**config.mk**
```make
export PLATFORM = sky130hd
export DESIGN_NAME = dpd_dividers
export DESIGN_NICKNAME = d
export VERILOG_FILES = /design/src/rtl/dpd_pkg.sv /design/src/rtl/dpd_dividers.sv /design/src/rtl/dpd_edge_sel.sv /design/src/rtl/dpd_ratio_div.sv
export SDC_FILE = /design/constraint.sdc
export NUM_CORES = 1
export LEC_CHECK = 0
export ABC_AREA = 1
export BUFFER_PORTS_ARGS = -buffer_cell sky130_fd_sc_hd__buf_4
export CAP_MARGIN = 30
export CORE_MARGIN = 2
export CORE_UTILIZATION = 51
export CTS_CLUSTER_SIZE = 25
export DETAILED_ROUTE_END_ITERATION = 12
export HOLD_SLACK_MARGIN = 0.03
export PLACE_DENSITY = 0.77
export SYNTH_ARGS = -nofsm -noshare
export SYNTH_HDL_FRONTEND = slang
export SYNTH_SLANG_ARGS = --single-unit
```
**constraint.sdc**
```tcl
create_clock -name clk -period 1.5 [get_ports clk]
set_input_delay 0.3 -clock clk [delete_from_list [all_inputs] [get_ports clk]]
set_output_delay 0.3 -clock clk [all_outputs]
set_load 0.02 [all_outputs]
```
**src/rtl/dpd_pkg.sv**
```systemverilog
// constants and register map of the reference and feedback divider block
//
// Summary of operation
// - reference divider divides its selected input by programmed value plus one.
// - reference ratio low byte at 0x0101, high byte bits 15:8 at 0x0102.
// - reference ratio bytes both zero give a divide ratio of exactly one.
// - reference control bit 7 inverts the input, counting falling edges.
// - reference control bit 0 adds a divide-by-2 prescaler to the reference path.
// - feedback divider divides its input by programmed value plus one.
// - feedback ratio low byte at 0x0104, high byte bits 15:8 at 0x0105.
// - feedback ratio bytes both zero give a divide ratio of one.
// - feedback control bit 0 adds a divide-by-2 prescaler before the feedback divider.
// - feedback control bit 7 inverts the feedback input, counting falling edges.
package dpd_pkg;

    // register indices; byte address on the bus is four times the index
    localparam logic [9:0] REG_REF_DIVIDER_LOW = 10'h101;
    localparam logic [9:0] REG_REF_DIVIDER_HIGH = 10'h102;
    localparam logic [9:0] REG_REF_DIVIDER_CONTROL = 10'h103;
    localparam logic [9:0] REG_FEEDBACK_DIVIDER_LOW = 10'h104;
    localparam logic [9:0] REG_FEEDBACK_DIVIDER_HIGH = 10'h105;
    localparam logic [9:0] REG_FEEDBACK_DIVIDER_CONTROL = 10'h106;
    localparam logic [9:0] REG_INPUT_SELECT_STATUS = 10'h130;

    // field positions
    localparam int CTRL_INVERT_BIT = 7;
    localparam int CTRL_PRESCALE_BIT = 0;
    localparam int SEL_REF_B_BIT = 0;
    localparam int STAT_REF_PULSE_BIT = 4;
    localparam int STAT_FB_PULSE_BIT = 5;

    // values after reset
    localparam logic [7:0] RESET_RATIO_BYTE = 8'h00;
    localparam logic [7:0] RESET_CONTROL = 8'h00;
    localparam logic RESET_REF_SELECT = 1'b0;

    // writable bits of the control registers; bits 6:1 are reserved and read zero
    localparam logic [7:0] CONTROL_MASK = 8'h81;

    // bus answer latency in cycles from request seen to ack
    localparam int BUS_ACK_CYCLES = 1;

endpackage

```
**src/rtl/dpd_dividers.sv**
```systemverilog
// reference and feedback dividers with classic wishbone register slave
`timescale 1ns/10ps
module dpd_dividers
    import dpd_pkg::*;
#(
    parameter int RATIO_WIDTH = 16 // divider ratio width
) (
    input wire logic clk, // 250 MHz system clock
    input wire logic resetn, // synchronous reset, active low
    input wire logic wb_cyc_i, // bus cycle
    input wire logic wb_stb_i, // strobe
    input wire logic wb_we_i, // write enable
    input wire logic [11:0] wb_adr_i, // byte address
    input wire logic [3:0] wb_sel_i, // byte lane selects
    input wire logic [31:0] wb_dat_i, // write data
    output logic [31:0] wb_dat_o, // read data
    output logic wb_ack_o, // transfer acknowledge
    input wire logic referenceInputA, // reference clock pin a
    input wire logic referenceInputB, // reference clock pin b
    input wire logic feedbackClockInput, // feedback clock pin
    output logic refDivPulse, // one cycle per reference period
    output logic fbDivPulse // one cycle per feedback period
);

    logic [7:0] refLow_q, refLow_d;
    logic [7:0] refHigh_q, refHigh_d;
    logic [7:0] refCtrl_q, refCtrl_d;
    logic [7:0] fbLow_q, fbLow_d;
    logic [7:0] fbHigh_q, fbHigh_d;
    logic [7:0] fbCtrl_q, fbCtrl_d;
    logic refSel_q, refSel_d;
    logic refSeen_q, refSeen_d;
    logic fbSeen_q, fbSeen_d;
    logic ack_q, ack_d;
    logic [31:0] rdat_q, rdat_d;
    logic [9:0] index;
    logic request;
    logic writeNow;
    logic [7:0] readByte;
    logic refEdge;
    logic fbEdge;
    logic refPulse;
    logic fbPulse;

    // register map lookup used only to zero the captured read data of unmapped words
    function automatic logic isMapped(input logic [9:0] idx);
        isMapped = (idx == REG_REF_DIVIDER_LOW) || (idx == REG_REF_DIVIDER_HIGH)
            || (idx == REG_REF_DIVIDER_CONTROL) || (idx == REG_FEEDBACK_DIVIDER_LOW)
            || (idx == REG_FEEDBACK_DIVIDER_HIGH) || (idx == REG_FEEDBACK_DIVIDER_CONTROL)
            || (idx == REG_INPUT_SELECT_STATUS);
    endfunction

    // bus decode; the two low byte address bits are ignored
    assign index = wb_adr_i[11:2];
    assign request = wb_cyc_i & wb_stb_i;
    assign writeNow = request & ack_q & wb_we_i & wb_sel_i[0];

    // read mux; reserved bits and unmapped words read as zero
    always_comb begin
        readByte = 8'h00;
        unique case (index)
            REG_REF_DIVIDER_LOW: readByte = refLow_q;
            REG_REF_DIVIDER_HIGH: readByte = refHigh_q;
            REG_REF_DIVIDER_CONTROL: readByte = refCtrl_q;
            REG_FEEDBACK_DIVIDER_LOW: readByte = fbLow_q;
            REG_FEEDBACK_DIVIDER_HIGH: readByte = fbHigh_q;
            REG_FEEDBACK_DIVIDER_CONTROL: readByte = fbCtrl_q;
            REG_INPUT_SELECT_STATUS: begin
                readByte[SEL_REF_B_BIT] = refSel_q;
                readByte[STAT_REF_PULSE_BIT] = refSeen_q;
                readByte[STAT_FB_PULSE_BIT] = fbSeen_q;
            end
            default: readByte = 8'h00;
        endcase
    end

    // ack one cycle after the request, dropped the cycle after; unmapped words ack too
    always_comb begin
        ack_d = request & ~ack_q;
        rdat_d = rdat_q;
        if (request & ~ack_q) begin
            rdat_d = isMapped(index) ? {24'h000000, readByte} : 32'h00000000;
        end
    end

    // register writes take effect at the edge where ack is seen high
    always_comb begin
        refLow_d = refLow_q;
        refHigh_d = refHigh_q;
        refCtrl_d = refCtrl_q;
        fbLow_d = fbLow_q;
        fbHigh_d = fbHigh_q;
        fbCtrl_d = fbCtrl_q;
        refSel_d = refSel_q;
        if (writeNow) begin
            unique case (index)
                REG_REF_DIVIDER_LOW: refLow_d = wb_dat_i[7:0];
                REG_REF_DIVIDER_HIGH: refHigh_d = wb_dat_i[7:0];
                REG_REF_DIVIDER_CONTROL: refCtrl_d = wb_dat_i[7:0] & CONTROL_MASK;
                REG_FEEDBACK_DIVIDER_LOW: fbLow_d = wb_dat_i[7:0];
                REG_FEEDBACK_DIVIDER_HIGH: fbHigh_d = wb_dat_i[7:0];
                REG_FEEDBACK_DIVIDER_CONTROL: fbCtrl_d = wb_dat_i[7:0] & CONTROL_MASK;
                REG_INPUT_SELECT_STATUS: refSel_d = wb_dat_i[SEL_REF_B_BIT];
                default: refSel_d = refSel_q;
            endcase
        end
    end

    // sticky activity flags, cleared at the edge that captures the read data, so a
    // pulse arriving between capture and ack is never lost; a pulse in that cycle wins
    always_comb begin
        refSeen_d = refSeen_q;
        fbSeen_d = fbSeen_q;
        if (request & ~ack_q & ~wb_we_i & (index == REG_INPUT_SELECT_STATUS)) begin
            refSeen_d = 1'b0;
            fbSeen_d = 1'b0;
        end
        if (refPulse) begin
            refSeen_d = 1'b1;
        end
        if (fbPulse) begin
            fbSeen_d = 1'b1;
        end
    end

    // all register state
    always_ff @(posedge clk) begin
        if (!resetn) begin
            refLow_q <= RESET_RATIO_BYTE;
            refHigh_q <= RESET_RATIO_BYTE;
            refCtrl_q <= RESET_CONTROL;
            fbLow_q <= RESET_RATIO_BYTE;
            fbHigh_q <= RESET_RATIO_BYTE;
            fbCtrl_q <= RESET_CONTROL;
            refSel_q <= RESET_REF_SELECT;
            refSeen_q <= 1'b0;
            fbSeen_q <= 1'b0;
            ack_q <= 1'b0;
            rdat_q <= 32'h00000000;
        end else begin
            refLow_q <= refLow_d;
            refHigh_q <= refHigh_d;
            refCtrl_q <= refCtrl_d;
            fbLow_q <= fbLow_d;
            fbHigh_q <= fbHigh_d;
            fbCtrl_q <= fbCtrl_d;
            refSel_q <= refSel_d;
            refSeen_q <= refSeen_d;
            fbSeen_q <= fbSeen_d;
            ack_q <= ack_d;
            rdat_q <= rdat_d;
        end
    end

    assign wb_ack_o = ack_q;
    assign wb_dat_o = rdat_q;

    // reference path; pins are sampled at 250 MHz, so inputs must stay below 125 MHz
    dpd_edge_sel refEdgeSel (
        .clk(clk),
        .resetn(resetn),
        .pinIn({referenceInputB, referenceInputA}),
        .pinSel(refSel_q),
        .invert(refCtrl_q[CTRL_INVERT_BIT]),
        .prescale(refCtrl_q[CTRL_PRESCALE_BIT]),
        .edgePulse(refEdge)
    );

    dpd_ratio_div #(
        .WIDTH(RATIO_WIDTH)
    ) refDiv (
        .clk(clk),
        .resetn(resetn),
        .edgeIn(refEdge),
        .ratio(RATIO_WIDTH'({refHigh_q, refLow_q})),
        .divPulse(refPulse)
    );

    // feedback path has one pin, so the second synchroniser input is idle
    dpd_edge_sel fbEdgeSel (
        .clk(clk),
        .resetn(resetn),
        .pinIn({1'b0, feedbackClockInput}),
        .pinSel(1'b0),
        .invert(fbCtrl_q[CTRL_INVERT_BIT]),
        .prescale(fbCtrl_q[CTRL_PRESCALE_BIT]),
        .edgePulse(fbEdge)
    );

    dpd_ratio_div #(
        .WIDTH(RATIO_WIDTH)
    ) fbDiv (
        .clk(clk),
        .resetn(resetn),
        .edgeIn(fbEdge),
        .ratio(RATIO_WIDTH'({fbHigh_q, fbLow_q})),
        .divPulse(fbPulse)
    );

    assign refDivPulse = refPulse;
    assign fbDivPulse = fbPulse;

endmodule

```
**src/rtl/dpd_edge_sel.sv**
```systemverilog
// input synchroniser, edge selection and optional divide-by-2 prescaler
`timescale 1ns/10ps
module dpd_edge_sel
    import dpd_pkg::*;
(
    input wire logic clk, // system clock
    input wire logic resetn, // synchronous reset, active low
    input wire logic [1:0] pinIn, // raw clock pins from outside
    input wire logic pinSel, // chooses pinIn[1] when high
    input wire logic invert, // count falling edges instead of rising
    input wire logic prescale, // pass only every second edge
    output logic edgePulse // one cycle per counted edge
);

    logic [1:0] syncA_q, syncA_d;
    logic [1:0] syncB_q, syncB_d;
    logic last_q, last_d;
    logic half_q, half_d;
    logic edgePulse_q, edgePulse_d;
    logic level;
    logic rawEdge;

    // two flops per pin; only the second stage feeds any logic
    always_comb begin
        syncA_d = {syncA_q[0], pinIn[0]};
        syncB_d = {syncB_q[0], pinIn[1]};
    end

    // selection after synchronising, so switching never sees a metastable value
    always_comb begin
        level = pinSel ? syncB_q[1] : syncA_q[1];
        rawEdge = invert ? (last_q & ~level) : (~last_q & level);
        last_d = level;
        half_d = half_q;
        edgePulse_d = 1'b0;
        if (rawEdge) begin
            if (prescale) begin
                half_d = ~half_q;
                edgePulse_d = half_q;
            end else begin
                half_d = 1'b0;
                edgePulse_d = 1'b1;
            end
        end
    end

    // registers of the edge path
    always_ff @(posedge clk) begin
        if (!resetn) begin
            syncA_q <= 2'h0;
            syncB_q <= 2'h0;
            last_q <= 1'b0;
            half_q <= 1'b0;
            edgePulse_q <= 1'b0;
        end else begin
            syncA_q <= syncA_d;
            syncB_q <= syncB_d;
            last_q <= last_d;
            half_q <= half_d;
            edgePulse_q <= edgePulse_d;
        end
    end

    assign edgePulse = edgePulse_q;

endmodule

```
**src/rtl/dpd_ratio_div.sv**
```systemverilog
// edge counter dividing by programmed ratio plus one
`timescale 1ns/10ps
module dpd_ratio_div
    import dpd_pkg::*;
#(
    parameter int WIDTH = 16 // ratio register width
) (
    input wire logic clk, // system clock
    input wire logic resetn, // synchronous reset, active low
    input wire logic edgeIn, // one pulse per input edge
    input wire logic [WIDTH-1:0] ratio, // programmed value, divides by ratio+1
    output logic divPulse // one cycle per completed period
);

    logic [WIDTH-1:0] count_q, count_d;
    logic divPulse_q, divPulse_d;

    // count edges; >= lets a lowered ratio take effect without wrapping through 2^16
    always_comb begin
        count_d = count_q;
        divPulse_d = 1'b0;
        if (edgeIn) begin
            if (count_q >= ratio) begin
                count_d = '0;
                divPulse_d = 1'b1;
            end else begin
                count_d = count_q + 1'b1;
            end
        end
    end

    // counter registers
    always_ff @(posedge clk) begin
        if (!resetn) begin
            count_q <= '0;
            divPulse_q <= 1'b0;
        end else begin
            count_q <= count_d;
            divPulse_q <= divPulse_d;
        end
    end

    assign divPulse = divPulse_q;

endmodule

```
==> impl_metrics.csv, run 1 <==
group,metric,value,unit
floorplan,io_pins,91,
timing,max_freq,0.574,GHz
synthesis,synthMostInstantiatedCell,"nand2_1",
synthesis,ys.flop_type,"dfxtp_1",
timing,rsz0062_at_grt,"true",
timing,setup_slack,-0.243,ns
routing,totalWireLength,14.0,mm
worst_setup_path,critPathKind,"reg2reg",
cells_and_area,fillerInstances,746,
synthesis,synth_common_cells,"123 x nand2_1, 104 x nor2_1, 94 x dfxtp_1",
timing,drv_slew,0,
timing,setup_viol,34,
worst_setup_path,cp_max_fo,8,
clock_network,cts_tree,"built",
routing,dr.first_iter.drc_count,323,
routing,drcViolationCount,0,
worst_setup_path,worstPathRequired,1.83,ns
worst_setup_path,r2r_cells,10,
synthesis,synth-edff-count,0,
cells_and_area,antenna_cells,0,
status,status,"complete, but fails checks",
clock_network,clk_pin_slew_worst_paths,0.10,ns
routing,avgRoutedWirePerCell,14.6,um
pwr,ir_drop,939,uV
grt,grtUsageTotal,25.1,%
routing,dr.pass1.iters,7,
worst_setup_path,startpoint,"fbHigh_q[7]",
synthesis,netlist_area,5160,sq um
routing,drtAntennaViolNets,0,
synthesis,synth_top_cell_area_share,36.5,%
synthesis,synth-compound-area-share,13.2,%
synthesis,ys_seq_area_share,36.5,%
synthesis,synthTopCellsByArea,"dfxtp_1 36%, nand2_1 8.9%, ha_1 8.2%",
grt,grt_max_degree,24,
worst_hold_path,hp-class,"in2reg",
cells_and_area,multiInputGateArea,3200,sq um
status,violations,"negative setup slack",
floorplan,dieArea,10900,sq um
pwr,p_leak,2.96,nW
routing,routed-via-count,5063,
clock_network,clkLatencyLatePin,0.38,ns
synthesis,synth_cell_type_count,37,
grt,grt_pass1_vias,4828,
synthesis,syn_area_per_cell,7.41,sq um
flow_run,maxCapViolations,0,
clock_network,cts_made_buffers,9,
cells_and_area,utilization,70.4,%
worst_setup_path,r2r_slack,-0.24,ns
cells_and_area,drive_gt1_share,35.6,%
floorplan,core_region_area,9770,sq um
placement,port_buffers,37,
timing,setup_tns,-5.81,ns
synthesis,synth_top_family_by_area,"simple AND/OR/NAND/NOR gates",
clock_network,hold_buffers,0,
floorplan,core.rowCount,36,
pwr,powerDensity,680,nW/um^2
synthesis,synth_warnings,0,
cells_and_area,final_nets,912,
grt,grt_pass1_wl,22.0,mm
worst_setup_path,critPathLaunchType,"flip-flop",
floorplan,die_w,105,um
synthesis,yosys.area_share.adder,8.25,%
synthesis,muxShareOfSynthArea,0.388,%
timing,min_period_over_period,116,%
synthesis,ys_ff_latch,94,
timing,finalClockSkew,0.0129,ns
timing,finalHoldViolCount,0,
floorplan,start_util,52.8,%
floorplan,die_y,105,um
timing,min_period,1.74,ns
routing,vias_per_cell,5.27,
synthesis,synth_cells,696,
clock_network,cts.sinks,94,
worst_setup_path,rr_endpoint,"fbDiv.count_q[15]",
placement,post-place-ws,-0.124,ns
worst_setup_path,rr_startpoint,"fbHigh_q[7]",
synthesis,synthArstFlopShare,0,%
cells_and_area,syn2layout_area_growth,33.3,%
worst_setup_path,cp_data_arrival_time,2.08,ns
clock_network,cts_buffer_depth,2,
placement,dp_hpwl,9.43,mm
grt,grt.overflow.total,0,
synthesis,yosys.area.top_type,"dfxtp_1",
placement,place_congestion,0.890,
grt,grt_antenna_before_repair,0,
worst_setup_path,cp-endpoint,"fbDiv.count_q[15]",
clock_network,cts_root_buffer,"clkbuf_8",
synthesis,synth-simple-area-share,26.3,%
cells_and_area,regArea,1920,sq um
synthesis,synth-xor-area-share,3.57,%
worst_setup_path,worst_setup_path_end_kind,"flip-flop",
clock_network,htreeDepth,3,
-- through the flow --
| stage | power (mW) | instance area [sq um] | cells | hold slack [ns] |
|---|---|---|---|---|
| 2_1_floorplan | 2.85 | 5270 | 719 | 0.390 |
| 5_1_grt | 4.84 | 6880 | 960 | 0.0900 |
| 6_report | 4.68 | 6880 | 960 | 0.101 |
| 3_5_place_dp | 2.97 | 6080 | 930 | 0.405 |
| 3_3_place_gp | 2.96 | 6080 | 930 | 0.395 |
| 4_1_cts | 4.68 | 6590 | 954 | 0.0814 |
-- state kept, by name, indices dropped and copies added, names as in the netlist, 8 cells and up --
register        flops
fbLow_q             8
refLow_q            8
fbHigh_q            8
fbDiv.count_q      16
refDiv.count_q     16
wb_dat_o            8
refHigh_q           8
-- worst min path at each step --
stage | start | depth (start not counted) | endpoint | slack (ns)
after global placement | refEdgeSel.syncB_q[0] | 2 | refEdgeSel.syncB_q[1] | 0.39
after CTS | feedbackClockInput | 3 | fbEdgeSel.syncA_q[0] | 0.08
after floorplan | fbEdgeSel.syncA_q[0] | 2 | fbEdgeSel.syncA_q[1] | 0.39
final | referenceInputA | 3 | refEdgeSel.syncA_q[0] | 0.10
after global routing | referenceInputB | 3 | refEdgeSel.syncB_q[0] | 0.09
after detailed placement | refEdgeSel.syncB_q[0] | 2 | refEdgeSel.syncB_q[1] | 0.40
-- layout by cell type, fill, tap and decap left out, drive strengths merged --
cell type,Yosys,routed
o21ai,36,36
nor2,123,123
inv,94,94
o211a,2,2
o31ai,1,1
a211oi,18,18
xor2,11,11
o211ai,2,2
clkbuf,7,13
nand2,127,128
conb,1,24
clkinv,0,2
or2,1,1
xnor2,10,10
a21oi,34,34
nand3,32,32
o22ai,7,7
o21a,2,2
o21bai,2,2
nand3b,1,1
mux2i,2,2
buf,31,129
ha,34,34
bufinv,0,1
nor3,16,16
nand4,8,8
dfxtp,94,94
-- kinds of logic after synthesis --
logic type,Yosys count
XOR/XNOR,21
multiplexers,2
other,1
adder cells (fa/ha/maj),34
AND/OR/NAND/NOR,308
flip-flops,94
AO/OA/AOI/OAI,104
buffers and inverters,132
-- where the power goes --
part	total [mW]	switching [mW]	internal, mW
Clock	1.72	0.899	0.820
Sequential	2.54	0.0175	2.52
Combinational	0.422	0.267	0.155
Total	4.68	1.18	3.49
-- per-layer routing --
layer  global-route usage, %  wire, um  share of wire, %
met5                       0         0                 0
met4                    11.1       530               3.8
met3                    6.49       864               6.2
met2                    42.5      6980                50
met1                    29.9      5620                40
-- critical path: stages (launching register included) --
cell and delay, ns:
dfxtp_2 0.33, inv_1 0.11, ha_4 0.22, a21oi_1 0.17, o21ai_1 0.12, nor2_1 0.18
nand2_2 0.12, nand2_4 0.09, nand2_4 0.08, buf_12 0.16, nor2_4 0.10
-- timing repair --
action | CTS | global route
hold endpoints to repair | 0 | 0
endpoints found under the setup margin | 34 | 45
gates resized for setup | 50 | 66
buffers inserted | 6 | 6
gates cloned | 2 | 0
pin swaps | 10 | 27
-- layout make-up --
cell class                      count  area share, %
Clock buffer                       13           2.16
Timing Repair Buffer              129           15.2
Tap cell                          133           2.42
Sequential cell                    94           27.8
Multi-Input combinational cell    494           46.5
Inverter                           94           5.20
Clock inverter                      3          0.637
Power figures use the tool's default switching activity.
==> run 2: changes to the inputs <==
--- a/config.mk
+++ b/config.mk
@@ -8,7 +8,7 @@
 export ABC_AREA = 1
 export BUFFER_PORTS_ARGS = -buffer_cell sky130_fd_sc_hd__buf_4
 export CAP_MARGIN = 30
-export CORE_MARGIN = 2
+export CORE_MARGIN = 5
 export CORE_UTILIZATION = 51
 export CTS_CLUSTER_SIZE = 25
 export DETAILED_ROUTE_END_ITERATION = 12
==> impl_metrics.csv, run 2 (synthesis results as in run 1) <==
group,metric,value,unit
status,status,"complete, but fails checks",
status,violations,"negative setup slack",
flow_run,maxCapViolations,0,
routing,totalWireLength,14.3,mm
cells_and_area,syn2layout_area_growth,32.0,%
clock_network,cts_root_buffer,"clkbuf_8",
grt,grt_max_degree,25,
pwr,p_leak,2.93,nW
floorplan,start_util,52.5,%
grt,grt_pass1_wl,22.6,mm
routing,drcViolationCount,0,
timing,max_freq,0.592,GHz
floorplan,io_pins,91,
worst_hold_path,hp-class,"in2reg",
routing,avgRoutedWirePerCell,14.9,um
worst_setup_path,crit_cells,11,
cells_and_area,utilization,69.4,%
cells_and_area,regArea,1920,sq um
cells_and_area,fillerInstances,745,
worst_setup_path,worst_setup_path_end_kind,"flip-flop",
worst_setup_path,critPathKind,"reg2reg",
routing,dr.pass1.iters,5,
timing,rsz0062_at_grt,"true",
worst_setup_path,cpLargestDelayFamily,"simple AND/OR/NAND/NOR gates",
clock_network,cts_tree,"built",
routing,vias_per_cell,5.24,
timing,setup_viol,34,
floorplan,core.rowCount,36,
pwr,ir_drop,638,uV
floorplan,dieArea,12200,sq um
routing,dr.first_iter.drc_count,495,
grt,grtUsageTotal,22.2,%
timing,min_period_over_period,113,%
placement,dp_hpwl,9.79,mm
clock_network,htreeDepth,3,
timing,min_period,1.69,ns
cells_and_area,reg_top3,"fbDiv.count_q x16, refDiv.count_q x16",
worst_setup_path,crit_buf_inv,2,
timing,finalClockSkew,0.0161,ns
cells_and_area,layout_common_cells,"121 x buf_4, 113 x nand2_1, 78 x nor2_1, 72 x inv_1, 64 x dfxtp_1",
worst_setup_path,cp_cell_sequence,"inv_1 -> ha_1 -> nand2_2 -> o21bai_4 -> a21oi_2 -> nor2_1 -> nand2_1 -> nand2_2 -> nand2_4 -> buf_12 -> nor2_4",
placement,post-place-ws,-0.117,ns
routing,routed-via-count,5017,
worst_setup_path,crit_slowest_cell,"dfxtp_1",
grt,grt.overflow.total,0,
cells_and_area,final_nets,909,
worst_setup_path,worstPathRequired,1.75,ns
clock_network,cts_made_buffers,9,
cells_and_area,drive_gt1_share,35.9,%
timing,drv_slew,0,
timing,finalHoldViolCount,0,
worst_setup_path,critPathLaunchType,"flip-flop",
placement,place_congestion,0.878,
routing,drtAntennaViolNets,0,
timing,setup_tns,-5.30,ns
clock_network,cts.sinks,94,
cells_and_area,final_area,6810,sq um
floorplan,die_w,111,um
worst_setup_path,slowest_delay,0.34,ns
worst_setup_path,r2r_cells,11,
floorplan,core_region_area,9820,sq um
cells_and_area,final_common_cell,"buf_4",
grt,grt_antenna_before_repair,0,
timing,setup_slack,-0.188,ns
clock_network,clk_pin_slew_worst_paths,0.10,ns
cells_and_area,multiInputGateArea,3200,sq um
cells_and_area,antenna_cells,0,
pwr,powerDensity,664,nW/um^2
worst_setup_path,cp_max_fo,8,
floorplan,die_y,111,um
placement,port_buffers,37,
worst_setup_path,cpMostUsedCell,"nand2_2",
clock_network,cts_buffer_depth,2,
clock_network,clkLatencyLatePin,0.37,ns
worst_setup_path,cp_data_arrival_time,1.94,ns
worst_hold_path,hold-path-cell-count,3,
placement,dpl-instance-area,6080,sq um
grt,grt_pass1_vias,4927,
==> run 2: cell types whose count changed in the layout (fill, tap and decap cells not counted), moves of 3 or more <==
cell / change
clkinvlp_4: +3
nor2_4: +3
dfxtp_2: +6
nor2_1: -4
nand2_1: +3
dfxtp_1: -5
==> run 2: per-stage QoR <==
step	power, mW	hold slack [ns]	std cells
6_report	4.52	0.108	957
5_1_grt	4.68	0.0908	957
4_1_cts	4.52	0.0957	953
3_5_place_dp	2.96	0.405	931
3_3_place_gp	2.95	0.394	931
2_1_floorplan	2.85	0.390	719
==> run 2: tightest hold or removal path, stage by stage <==
cell     delay [ns]
buf_4          0.07
nand2_1        0.04
inv_1          0.04
==> run 2: cell type report <==
type                       count  share of cell area [%]
tap                          133                    2.44
inverter                      94                    5.18
multi-input combinational    494                    47.0
timing repair buffer         126                    14.7
clock inverter                 6                   0.661
sequential                    94                    28.2
clock buffer                  10                    1.87
==> run 2: what timing repair did <==
item	CTS	global route
gates resized for setup	68	48
pin swaps	28	19
hold buffers	0	0
setup buffers	4	5
cloned	2	0
endpoints found under the setup margin	34	44
==> run 2: power breakdown <==
group	internal (mW)	total, mW	leakage (nW)	switching [mW]
clock network	0.612	1.56	0.0793	0.950
registers	2.52	2.54	0.775	0.0164
logic	0.150	0.421	2.07	0.271
total	3.28	4.52	2.93	1.24
==> run 2: final timing paths <==
kind | to | startpoint | slack [ns]
worst max-delay path | fbDiv.count_q[10] | fbHigh_q[2] | -0.19
worst min-delay path | fbEdgeSel.syncA_q[0] | feedbackClockInput | 0.11
worst min register to register | refEdgeSel.syncB_q[1] | refEdgeSel.syncB_q[0] | 0.42
worst max register to register | fbDiv.count_q[10] | fbHigh_q[2] | -0.19
==> run 2: metal layers <==
metal	track usage (%)	share of wire, %	up-vias
met2	40.5	51	203
met3	4.49	6.2	52
met5	0	0	-
met1	25.1	40	2316
li1	-	-	2446
met4	8.70	3.2	0
